`src/design/comparator_control_params.svh`:
```
`ifndef COMPARATOR_CONTROL_PARAMS_SVH
`define COMPARATOR_CONTROL_PARAMS_SVH

// register byte offsets
`define CMP_CTRL_OFFSET 8'h00
`define CMP_IRQ_STATUS_OFFSET 8'h04
`define CMP_IRQ_MASK_OFFSET 8'h08

// control register field positions
`define CMP_ENABLE_BIT 15
`define CMP_OUT_PIN_DRIVE_BIT 14
`define CMP_RESULT_INVERT_BIT 13
`define CMP_RESULT_VIEW_BIT 8
`define CMP_EDGE_SEL_HI 7
`define CMP_EDGE_SEL_LO 6
`define CMP_POS_SEL_BIT 4
`define CMP_NEG_SEL_HI 1
`define CMP_NEG_SEL_LO 0

// writable bits: 15,14,13,7,6,4,1,0
`define CMP_CTRL_WMASK 32'h0000e0d3
// reset value of the control register
`define CMP_CTRL_RESET 32'h000000c3

// event codes of the edge select field
`define CMP_EDGE_OFF 2'h0
`define CMP_EDGE_RISE 2'h1
`define CMP_EDGE_FALL 2'h2
`define CMP_EDGE_BOTH 2'h3

// negative input routing codes
`define CMP_NEG_EXT_B 2'h0
`define CMP_NEG_EXT_C 2'h1
`define CMP_NEG_EXT_D 2'h2
`define CMP_NEG_BANDGAP 2'h3

// irq status and mask: bit 0 is the comparator event
`define CMP_IRQ_EVENT_BIT 0

// ahb htrans code for a nonsequential transfer
`define AHB_HTRANS_NONSEQ 2'h2

`endif

```
`src/design/comparator_control_pkg.sv`:
```
package comparator_control_pkg;

   typedef enum logic [1:0] {
      edge_off_t_val = 2'h0,
      edge_rise_t_val = 2'h1,
      edge_fall_t_val = 2'h2,
      edge_both_t_val = 2'h3
   } edge_select_t;

   typedef enum logic [2:0] {
      st_idle = 3'b001,
      st_write = 3'b010,
      st_read = 3'b100
   } bus_state_t;

endpackage : comparator_control_pkg

```
`src/design/sync_edge_detect.sv`:
```
`timescale 1ns/100ps
// two-flop synchroniser followed by an edge detector on the second stage
module sync_edge_detect
(
   // clock and reset
   input wire logic hclk,
   input wire logic hresetn,
   // asynchronous level in
   input wire logic async_in,
   // synchronised level and edges
   output logic sync_out,
   output logic rise_pulse,
   output logic fall_pulse
);

   logic meta_reg;
   logic sync_reg;
   logic prev_reg;

   always_ff @(posedge hclk or negedge hresetn)
   begin
      if (!hresetn)
      begin
         meta_reg <= 1'b0;
         sync_reg <= 1'b0;
         prev_reg <= 1'b0;
      end
      else
      begin
         meta_reg <= async_in;
         sync_reg <= meta_reg;
         prev_reg <= sync_reg;
      end
   end

   assign sync_out = sync_reg;
   assign rise_pulse = sync_reg & ~prev_reg;
   assign fall_pulse = ~sync_reg & prev_reg;

endmodule : sync_edge_detect

```
`src/design/comparator_control.sv`:
```
// Contract
// - Setting the enable bit turns the comparator on and changes no other field.
// - Clearing the enable bit turns the comparator off, other fields keep their value.
// - With output drive set the result goes to the result pin, otherwise it does not.
// - With result invert set the comparator result is inverted before use.
// - Bit 8 is a read-only view of the comparator result, unaffected by writes.
// - The edge select field picks no event, rising, falling, or both edges.
// - The inversion also applies ahead of the event edge detector.
// - Positive select picks the internal reference when one, input a when zero.
// - Negative select routes input b, c, d or the band-gap reference.
// - Unimplemented control bits read as zero and ignore writes.
//
// Decided for this implementation: the address map and register access over AHB-Lite.
`timescale 1ns/100ps
`include "comparator_control_params.svh"
module comparator_control
   import comparator_control_pkg::*;
(
   // clock and reset
   input wire logic hclk,
   input wire logic hresetn,
   // ahb-lite slave
   input wire logic hsel,
   input wire logic [7:0] haddr,
   input wire logic [1:0] htrans,
   input wire logic hwrite,
   input wire logic [2:0] hsize,
   input wire logic hready,
   input wire logic [31:0] hwdata,
   output logic [31:0] hrdata,
   output logic hreadyout,
   output logic hresp,
   // analog core controls and raw result
   output logic comp_enable,
   output logic pos_input_select,
   output logic [1:0] neg_input_select,
   input wire logic comp_raw_out,
   // result pin, output only
   output logic result_pin,
   output logic result_pin_oe,
   // event and interrupt
   output logic event_pulse,
   output logic irq
);

   bus_state_t state_reg;
   bus_state_t state_next;
   logic [7:0] addr_reg;
   logic [31:0] ctrl_reg;
   logic [31:0] ctrl_next;
   logic irq_status_reg;
   logic irq_status_next;
   logic irq_mask_reg;
   logic irq_mask_next;
   logic [31:0] rdata_reg;
   logic [31:0] rdata_next;

   // analog result synchronised before any use
   logic sync_level;
   logic sync_rise;
   logic sync_fall;

   sync_edge_detect u_sync
   (
      .hclk(hclk),
      .hresetn(hresetn),
      .async_in(comp_raw_out),
      .sync_out(sync_level),
      .rise_pulse(sync_rise),
      .fall_pulse(sync_fall)
   );

   // field views
   wire enable_bit = ctrl_reg[`CMP_ENABLE_BIT];
   wire drive_bit = ctrl_reg[`CMP_OUT_PIN_DRIVE_BIT];
   wire invert_bit = ctrl_reg[`CMP_RESULT_INVERT_BIT];
   wire [1:0] irq_edge_select =
      ctrl_reg[`CMP_EDGE_SEL_HI:`CMP_EDGE_SEL_LO];

   // a disabled core gives a low result
   wire result_view = enable_bit & (sync_level ^ invert_bit);
   // inverting swaps which raw edge counts as rising
   wire pol_rise = invert_bit ? sync_fall : sync_rise;
   wire pol_fall = invert_bit ? sync_rise : sync_fall;

   wire rise_hit = irq_edge_select[0] & pol_rise;
   wire fall_hit = irq_edge_select[1] & pol_fall;
   // edges seen while disabled are dropped; an edge reaching the detector after re-enabling still raises an event
   wire edge_hit = enable_bit & (rise_hit | fall_hit);

   assign event_pulse = edge_hit;
   assign comp_enable = enable_bit;
   assign pos_input_select = ctrl_reg[`CMP_POS_SEL_BIT];
   assign neg_input_select =
      ctrl_reg[`CMP_NEG_SEL_HI:`CMP_NEG_SEL_LO];
   assign result_pin = drive_bit & result_view;
   assign result_pin_oe = drive_bit & enable_bit;
   assign irq = irq_status_reg & irq_mask_reg;

   // bus decode
   wire take = hsel & hready & (htrans == `AHB_HTRANS_NONSEQ);
   wire take_wr = take & hwrite;
   wire take_rd = take & ~hwrite;
   wire hit_ctrl = (addr_reg == `CMP_CTRL_OFFSET);
   wire hit_stat = (addr_reg == `CMP_IRQ_STATUS_OFFSET);
   wire hit_mask = (addr_reg == `CMP_IRQ_MASK_OFFSET);
   wire wr_phase = (state_reg == st_write);
   wire rd_phase = (state_reg == st_read);

   // live read value; the result bit is not a stored field
   wire [31:0] ctrl_view = (ctrl_reg & `CMP_CTRL_WMASK) |
      ({31'h0, result_view} << `CMP_RESULT_VIEW_BIT);
   wire [31:0] rd_mux =
      hit_ctrl ? ctrl_view :
      hit_stat ? {31'h0, irq_status_reg} :
      hit_mask ? {31'h0, irq_mask_reg} :
      32'h0;
   // read data is sampled at the address phase so it stands in the data phase
   wire [7:0] rd_addr = haddr;
   wire [31:0] rd_now =
      (rd_addr == `CMP_CTRL_OFFSET) ? ctrl_view :
      (rd_addr == `CMP_IRQ_STATUS_OFFSET) ? {31'h0, irq_status_reg} :
      (rd_addr == `CMP_IRQ_MASK_OFFSET) ? {31'h0, irq_mask_reg} :
      32'h0;

   always_comb
   begin
      state_next = state_reg;
      case (state_reg)
         st_idle,
         st_write,
         st_read:
         begin
            if (take_wr)
               state_next = st_write;
            else if (take_rd)
               state_next = st_read;
            else
               state_next = st_idle;
         end
         default:
            state_next = st_idle;
      endcase
   end

   always_comb
   begin
      ctrl_next = ctrl_reg;
      if (wr_phase && hit_ctrl)
         // only implemented bits take the write
         ctrl_next = hwdata & `CMP_CTRL_WMASK;
   end

   always_comb
   begin
      irq_status_next = irq_status_reg;
      if (wr_phase && hit_stat && hwdata[`CMP_IRQ_EVENT_BIT])
         irq_status_next = 1'b0;
      // a new event wins over a clear in the same cycle
      if (edge_hit)
         irq_status_next = 1'b1;
   end

   always_comb
   begin
      irq_mask_next = irq_mask_reg;
      if (wr_phase && hit_mask)
         irq_mask_next = hwdata[`CMP_IRQ_EVENT_BIT];
   end

   always_comb
   begin
      rdata_next = rdata_reg;
      if (take_rd)
         rdata_next = rd_now;
      else if (rd_phase)
         rdata_next = rd_mux;
   end

   always_ff @(posedge hclk or negedge hresetn)
   begin
      if (!hresetn)
      begin
         state_reg <= st_idle;
         addr_reg <= 8'h00;
      end
      else
      begin
         state_reg <= state_next;
         if (take)
            addr_reg <= haddr;
      end
   end

   always_ff @(posedge hclk or negedge hresetn)
   begin
      if (!hresetn)
      begin
         ctrl_reg <= `CMP_CTRL_RESET;
         irq_status_reg <= 1'b0;
         irq_mask_reg <= 1'b0;
         rdata_reg <= 32'h0;
      end
      else
      begin
         ctrl_reg <= ctrl_next;
         irq_status_reg <= irq_status_next;
         irq_mask_reg <= irq_mask_next;
         rdata_reg <= rdata_next;
      end
   end

   // zero wait states; the slave never stalls
   assign hreadyout = 1'b1;
   assign hresp = 1'b0;
   assign hrdata = rdata_reg;

endmodule : comparator_control

```
`config.mk`:
```
export PLATFORM = sky130hd
export DESIGN_NAME = comparator_control
export DESIGN_NICKNAME = d
export VERILOG_FILES = /design/src/design/comparator_control_pkg.sv /design/src/design/sync_edge_detect.sv /design/src/design/comparator_control.sv
export VERILOG_INCLUDE_DIRS = /design/src /design/src/design
export SDC_FILE = /design/constraint.sdc
export NUM_CORES = 1
export LEC_CHECK = 0
export BUFFER_PORTS_ARGS = -buffer_cell sky130_fd_sc_hd__buf_2
export CORE_MARGIN = 4
export CORE_UTILIZATION = 39
export CTS_CLUSTER_SIZE = 28
export DETAILED_ROUTE_END_ITERATION = 7
export PLACE_DENSITY = 0.74
export SLEW_MARGIN = 20
export SYNTH_ARGS = -nofsm -noshare
export SYNTH_HDL_FRONTEND = slang
export SYNTH_SLANG_ARGS = --single-unit
```
`constraint.sdc`:
```
create_clock -name hclk -period 1.6 [get_ports hclk]
set_clock_uncertainty 0.15 [all_clocks]
set_input_delay 0.16 -clock hclk [delete_from_list [all_inputs] [get_ports hclk]]
set_output_delay 0.16 -clock hclk [all_outputs]
set_load 0.005 [all_outputs]
```
==> results of run 1 <==
-- layout by cell type (no fill, tap or decap), drive strengths merged --
| master | instances |
|---|---|
| clkbuf | 7 |
| and3 | 1 |
| or2 | 1 |
| o31ai | 2 |
| nand3b | 1 |
| dfstp | 5 |
| bufinv | 1 |
| a21o | 1 |
| nor2b | 3 |
| nand2b | 1 |
| nor2 | 8 |
| or4 | 2 |
| dfrtp | 28 |
| nor3b | 2 |
| buf | 58 |
| a22o | 7 |
| or3 | 1 |
| a221oi | 1 |
| o2111ai | 1 |
| o21ai | 5 |
| xnor2 | 2 |
| nor4 | 1 |
| dlygate4sd3 | 15 |
| a22oi | 1 |
| a211oi | 1 |
| and2 | 2 |
| conb | 25 |
| nand3 | 1 |
| mux2 | 17 |
| o21bai | 1 |
| a21oi | 2 |
| inv | 5 |
| nand2 | 5 |
| nand4b | 2 |
-- final timing paths --
kind | start | endpoint | slack (ns) | cells past startpoint
worst max-delay path | ctrl_reg[6] | event_pulse | -0.08 | 3
worst min-delay path | hwrite | state_reg[2] | 0.02 | 3
worst max register to register | addr_reg[4] | ctrl_reg[15] | -0.08 | 5
worst min register to register | u_sync.meta_reg | u_sync.sync_out | 0.20 | 0
max in group asynchronous | hresetn | ctrl_reg[7] | 0.69 | 3
min in group asynchronous | hresetn | addr_reg[0] | 0.27 | 3
-- per-stage QoR --
step	hold WS, ns	cells	TNS [ns]
detailed placement	0.0596	241	-2.70
CTS	0.0177	265	-1.04
floorplan	-0.286	164	-0.419
finish	0.0211	266	-0.742
global route	0.0315	266	-2.77
global placement	0.0532	241	-2.40
-- repair_timing --
item                                    CTS  global route
pin swaps                                12             3
endpoints found under the hold margin    42             0
hold buffers                             15             0
endpoints found under the setup margin   20            20
setup buffers                             1             1
gates resized for setup                  14             7
-- cells by family (layout without fill, tap and decap cells) --
kind of cell	Yosys count	in the layout	share of synthesized area, %
compound gates	22	22	10.5
xor+xnor	2	2	1.07
buf+inv	34	86	14.1
flops	33	33	51.0
mux	17	17	11.7
other cells	2	25	0.460
simple gates	31	31	11.1
-- worst reg2reg max path, cell delays in order (launching register included) --
cell     delay [ns]
dfrtp_1        0.41
nor4_4         0.32
and3_4         0.23
nand2_1        0.06
buf_6          0.14
mux2_2         0.27
-- layer usage --
layer | vias to the layer above | track usage [%] | wire, µm | share of wire (%)
met2 | 45 | 22.8 | 1740 | 49
met5 | - | 0 | 0 | 0
li1 | 585 | - | - | -
met4 | 0 | 6.15 | 62 | 1.7
met1 | 580 | 17.5 | 1490 | 42
met3 | 6 | 4.82 | 282 | 7.9
-- power by group --
group	switching (mW)	internal, mW
Combinational	0.136	0.173
Sequential	0.0685	0.909
Clock	0.305	0.508
-- layout make-up --
| cell class | count | area share (%) |
|---|---|---|
| flip-flops and latches | 33 | 36.4 |
| multi-input cells | 97 | 33.6 |
| repair buffers | 73 | 21.4 |
| clock buffers | 7 | 3.77 |
| well taps | 50 | 2.73 |
| clock inverters | 1 | 1.31 |
| inverters | 5 | 0.820 |
==> impl_results.md, run 1 <==
- Routed wire length per instance: 13.4 µm
- Post-synthesis sequential area ratio: 51.0%
- Final nets: 266
- Slew margin rel.: 66.4%
- Slew Limit Fails: 0
- Yosys warnings: 0
- Die area: 5280 µm²
- Wire length of the first global-routing pass: approximately 5.7 mm
- CP required: around 1.3 ns
- Crit path buf inv count: 1
- Period Utilization, post-route: 105%
- Worst Setup Start Kind: flop
- Fillers: 362
- Ys flop type: dfrtp_1
- Vias in the first global route: 1226
- Endpoints failing setup: 17
- Critical Path Fanout Max: 4
- CTS tree: yes
- I/O pin count: 93
- Core ar.: 4030 µm²
- Finished Cell Area: 2290 µm²
- Clock latency at the later pin of the worst-skew pair: approximately 0.29 ns
- Critical path's top delay family: flip-flops
- Yosys cell types: 37
- Share of layout cells above drive strength 1: 50.0%
- Area after DPL: 1900 µm²
- Area leader, netlist: dfrtp_1
- Synth cell count leaders: dfrtp_1, buf_4, mux2_2
- Overflow after GRT: 0
- Initial antenna violation count: 0
- Hpwl dp: 2.42 mm
- Pin count of the biggest net entering global routing: 34
- Synth top area cells: dfrtp_1, buf_4, mux2_2
- Via count: approximately 1200
- Die span in y: 72.7 µm
- CP Capture Type: primary output
- Deepest clock path buffer count: 2
- Cell with the most instances after synthesis: dfrtp_1
- RSZ-0062 raised after global routing: yes
- Number of H-tree levels: 2
- Crit path DAT: 1.37 ns
- Mapped Area: 1630 µm²
- DR pass1 iterations: 4
- Sinks on Clock Net: 33
- Rows: 23
- Min Clock Period, post-route: 1.68 ns
- Register area: 833 µm²
- Worst-margin pin slew: 0.499 ns
- Violated checks: negative setup slack
- Critical-path cell list: a22oi_2 > a211oi_2 > buf_2
- Final count of hold timing violations: 0
- CP max stage delay: 0.57 ns
- PD cells: 916 nW/µm²
- Routability cong.: 0.763
- Die X: 72.7 µm
- Status: finished, violations left
- Multi-input logic area: approximately 770 µm²
- Synthesis-to-layout area growth: 40.3%
- Clock Root Buffer: clkbuf_8
- F_max: 594 MHz
- CTS buffer count: 5
- Pwr Total: around 2.1 mW
- Antenna Nets Post-Route: 0
- Routed WL: 3.57 mm
- VDD IR max: 0.709 mV
- Post-synth EDFFs: 0
- Crit-path slowest cell: dfstp_2
- Clock transition at path regs: ~0.07 ns
- Port bufs: 40
- DRC violations left: 0
- Starting Density: 40.5%
- Final worst-path setup slack: -0.0822 ns
- Vias per cell: 4.57
- Synth Register Bits: 33
- Post-synth ARST share: 100%
- Leak: 1.11 nW
- Max FFs per register: 9
- Initial drt markers: 55
- Critical path type: flop to primary output
- GRT Util Overall: 14.3%
- Dpl ws: -0.258 ns
- Post-Syn Instances: 141
- Ant. Diodes: 0
- Max-cap viol count: 0
- Syn Area/Cell: 11.6 µm²
- Hold Crit Class: input port to flop
- Synth top area share: between 40 and 50%
- Final core utilization: 56.8%
(Power assumes the default switching activity.)
==> run 2: changes to the inputs <==
--- a/config.mk
+++ b/config.mk
@@ -12,6 +12,7 @@
 export CTS_CLUSTER_SIZE = 28
 export DETAILED_ROUTE_END_ITERATION = 7
 export PLACE_DENSITY = 0.74
+export REMOVE_ABC_BUFFERS = 1
 export SLEW_MARGIN = 20
 export SYNTH_ARGS = -nofsm -noshare
 export SYNTH_HDL_FRONTEND = slang
==> impl_results.md, run 2 (synthesized netlist as in run 1, its figures left out) <==
- CP Capture Type: primary output
- Synthesis-to-layout area growth: 38.0%
- Max FFs per register: 9 (unchanged)
- Via count: 1246 (+2.5%)
- Critical path's top delay family: flip-flops
- CTS tree: yes
- Critical Path Fanout Max: 4 (unchanged)
- Sinks on Clock Net: 33 (unchanged)
- Ant. Diodes: 0 (unchanged)
- Crit path DAT: 1.42 ns (+0.05 ns)
- Final worst-path setup slack: -0.127 ns (-0.0451 ns)
- Initial drt markers: 32 (-42%)
- Final nets: 266 (unchanged)
- Pwr Total: 1.89 mW (-10%)
- Die span in y: 72.7 µm (unchanged)
- Clock share of power: 31.6% (-7.1 points)
- DR pass1 iterations: 5 (+1)
- Port bufs: 40 (unchanged)
- Sw Ratio: 26.5% (+2.2 points)
- DRC violations left: 0 (unchanged)
- P_int: 1.39 mW (-13%)
- Flop pwr share: 51.9% (+5.3 points)
- Min Clock Period, post-route: 1.73 ns (+0.0451 ns)
- Initial antenna violation count: 0 (unchanged)
- Die area: 5280 µm² (unchanged)
- Worst Setup Start Kind: flop
- Period Utilization, post-route: 108% (+2.8 points)
- Clock Root Buffer: clkbuf_8
- Violated checks: negative setup slack
- Pin count of the biggest net entering global routing: 34 (unchanged)
- Core ar.: 4030 µm² (unchanged)
- I/O pin count: 93 (unchanged)
- Routability cong.: 0.709 (-7.1%)
- Placed Cells: 241 (unchanged)
- F_max: 579 MHz (-2.6%)
- Multi-input logic area: 752 µm² (-2.3%)
- Hold Crit Class: input port to flop
- Register area: 833 µm² (unchanged)
- GRT Util Overall: 13.9% (-0.36 points)
- CP max stage delay: 0.46 ns (-0.11 ns)
- Hold Worst Slack: 0.0219 ns (+0.000833 ns)
- CP required: 1.29 ns (about the same)
- Crit-path slowest cell: dfrtp_2
- Slew margin rel.: 67.3% (+0.88 points)
- Starting Density: 40.5% (unchanged)
- PD cells: 838 nW/µm² (-8.6%)
- Setup TNS: -0.928 ns (-0.185 ns)
- Worst-margin pin slew: 0.486 ns (-0.0130 ns)
- Rows: 23 (unchanged)
- Overflow after GRT: 0 (unchanged)
- VDD IR max: 0.527 mV (-26%)
- Antenna Nets Post-Route: 0 (unchanged)
- Worst reg2reg setup slack: -0.10 ns (-0.02 ns)
- RSZ-0062 raised after global routing: yes
- Final core utilization: 55.9% (-0.96 points)
- Die X: 72.7 µm (unchanged)
- Share of layout cells above drive strength 1: 50.0% (unchanged)
- Vias per cell: 4.68 (+2.5%)
- Hpwl dp: 2.52 mm (+3.9%)
- Net Sw Power: 0.499 mW (-1.9%)
- Clock latency at the later pin of the worst-skew pair: 0.28 ns (about the same)
- Deepest clock path buffer count: 2 (unchanged)
- Most common cell after layout, fill and taps aside: buf_2
- Fillers: 353 (-2.5%)
- Critical-path cell list: nor2b_4 > a22oi_2 > a211oi_2 > buf_2
- Routed WL: 3.51 mm (-1.8%)
- Clock transition at path regs: 0.06 ns (about the same)
- Number of H-tree levels: 2 (unchanged)
- Commonest cells after routing, fill and taps aside: buf_2, dfrtp_1, conb_1, mux2_2, buf_4
- Wire length of the first global-routing pass: 5.64 mm (-0.60%)
- Logic pwr share: 16.5% (+1.8 points)
- Leak: 1.09 nW (-1.1%)
- Status: finished, violations left
- Vias in the first global route: 1219 (-0.57%)
- Slew Limit Fails: 0 (unchanged)
- Max-cap viol count: 0 (unchanged)
- Critical path type: flop to primary output
- Routed wire length per instance: 13.2 µm (-1.8%)
- CTS buffer count: 5 (unchanged)
- Final count of hold timing violations: 0 (unchanged)
- Crit path buf inv count: 1 (unchanged)
- Final Instance Count excl. Fillers: 266 (unchanged)
- Endpoints failing setup: 17 (unchanged)
-- run 2: final cells by class --
class / count / share of cell area (%)
clock inverter: 2 / 0.445
sequential: 33 / 37.0
inverter: 5 / 0.834
timing repair buffer: 73 / 22.3
clock buffer: 6 / 3.22
tap: 50 / 2.78
multi-input combinational: 97 / 33.4
-- run 2: stage by stage --
stage          worst slack (ns)  area [µm²]
3_3_place_gp             -0.320        1900
6_report                 -0.127        2250
5_1_grt                  -0.172        2250
2_1_floorplan            -0.226        1510
3_5_place_dp             -0.369        1900
4_1_cts                 -0.0821        2200
-- run 2: power by group through the flow --
stage	Clock, mW	Sequential (mW)	Combinational, mW
after CTS	0.614	0.966	0.298
after global routing	0.652	0.989	0.343
after detailed placement	0	0.975	0.256
final	0.596	0.979	0.310
after floorplan	0	0.962	0.126
after global placement	0	0.972	0.246
-- run 2: path summary, 6_finish.rpt --
kind,start,to,cells after the start
setup / recovery,u_sync.sync_out,event_pulse,4
hold / removal,hwrite,state_reg[2],3
setup reg to reg,addr_reg[1],ctrl_reg[15],5
hold reg to reg,u_sync.meta_reg,u_sync.sync_out,0
max in group asynchronous,hresetn,ctrl_reg[7],3
min in group asynchronous,hresetn,ctrl_reg[14],3
-- run 2: routing by layer --
| metal | vias to the layer above | global-route usage (%) | part of all wire, % | wire length (µm) |
|---|---|---|---|---|
| met3 | 8 | 5.10 | 7.9 | 278 |
| met2 | 43 | 23.6 | 52 | 1830 |
| li1 | 589 | - | - | - |
| met1 | 606 | 16.4 | 39 | 1360 |
| met4 | 0 | 4.30 | 1.2 | 42 |
| met5 | - | 0 | 0 | 0 |
-- run 2: tightest hold or removal path: stages --
cell    delay, ns
buf_2        0.10
buf_4        0.12
nor2_1       0.04
-- run 2: repair_timing --
action	CTS	global route
pin swaps	7	11
endpoints found under the hold margin	48	0
resized for setup	10	10
setup buffers	2	0
hold buffers	15	0
endpoints found under the setup margin	19	21
gates cloned	0	0
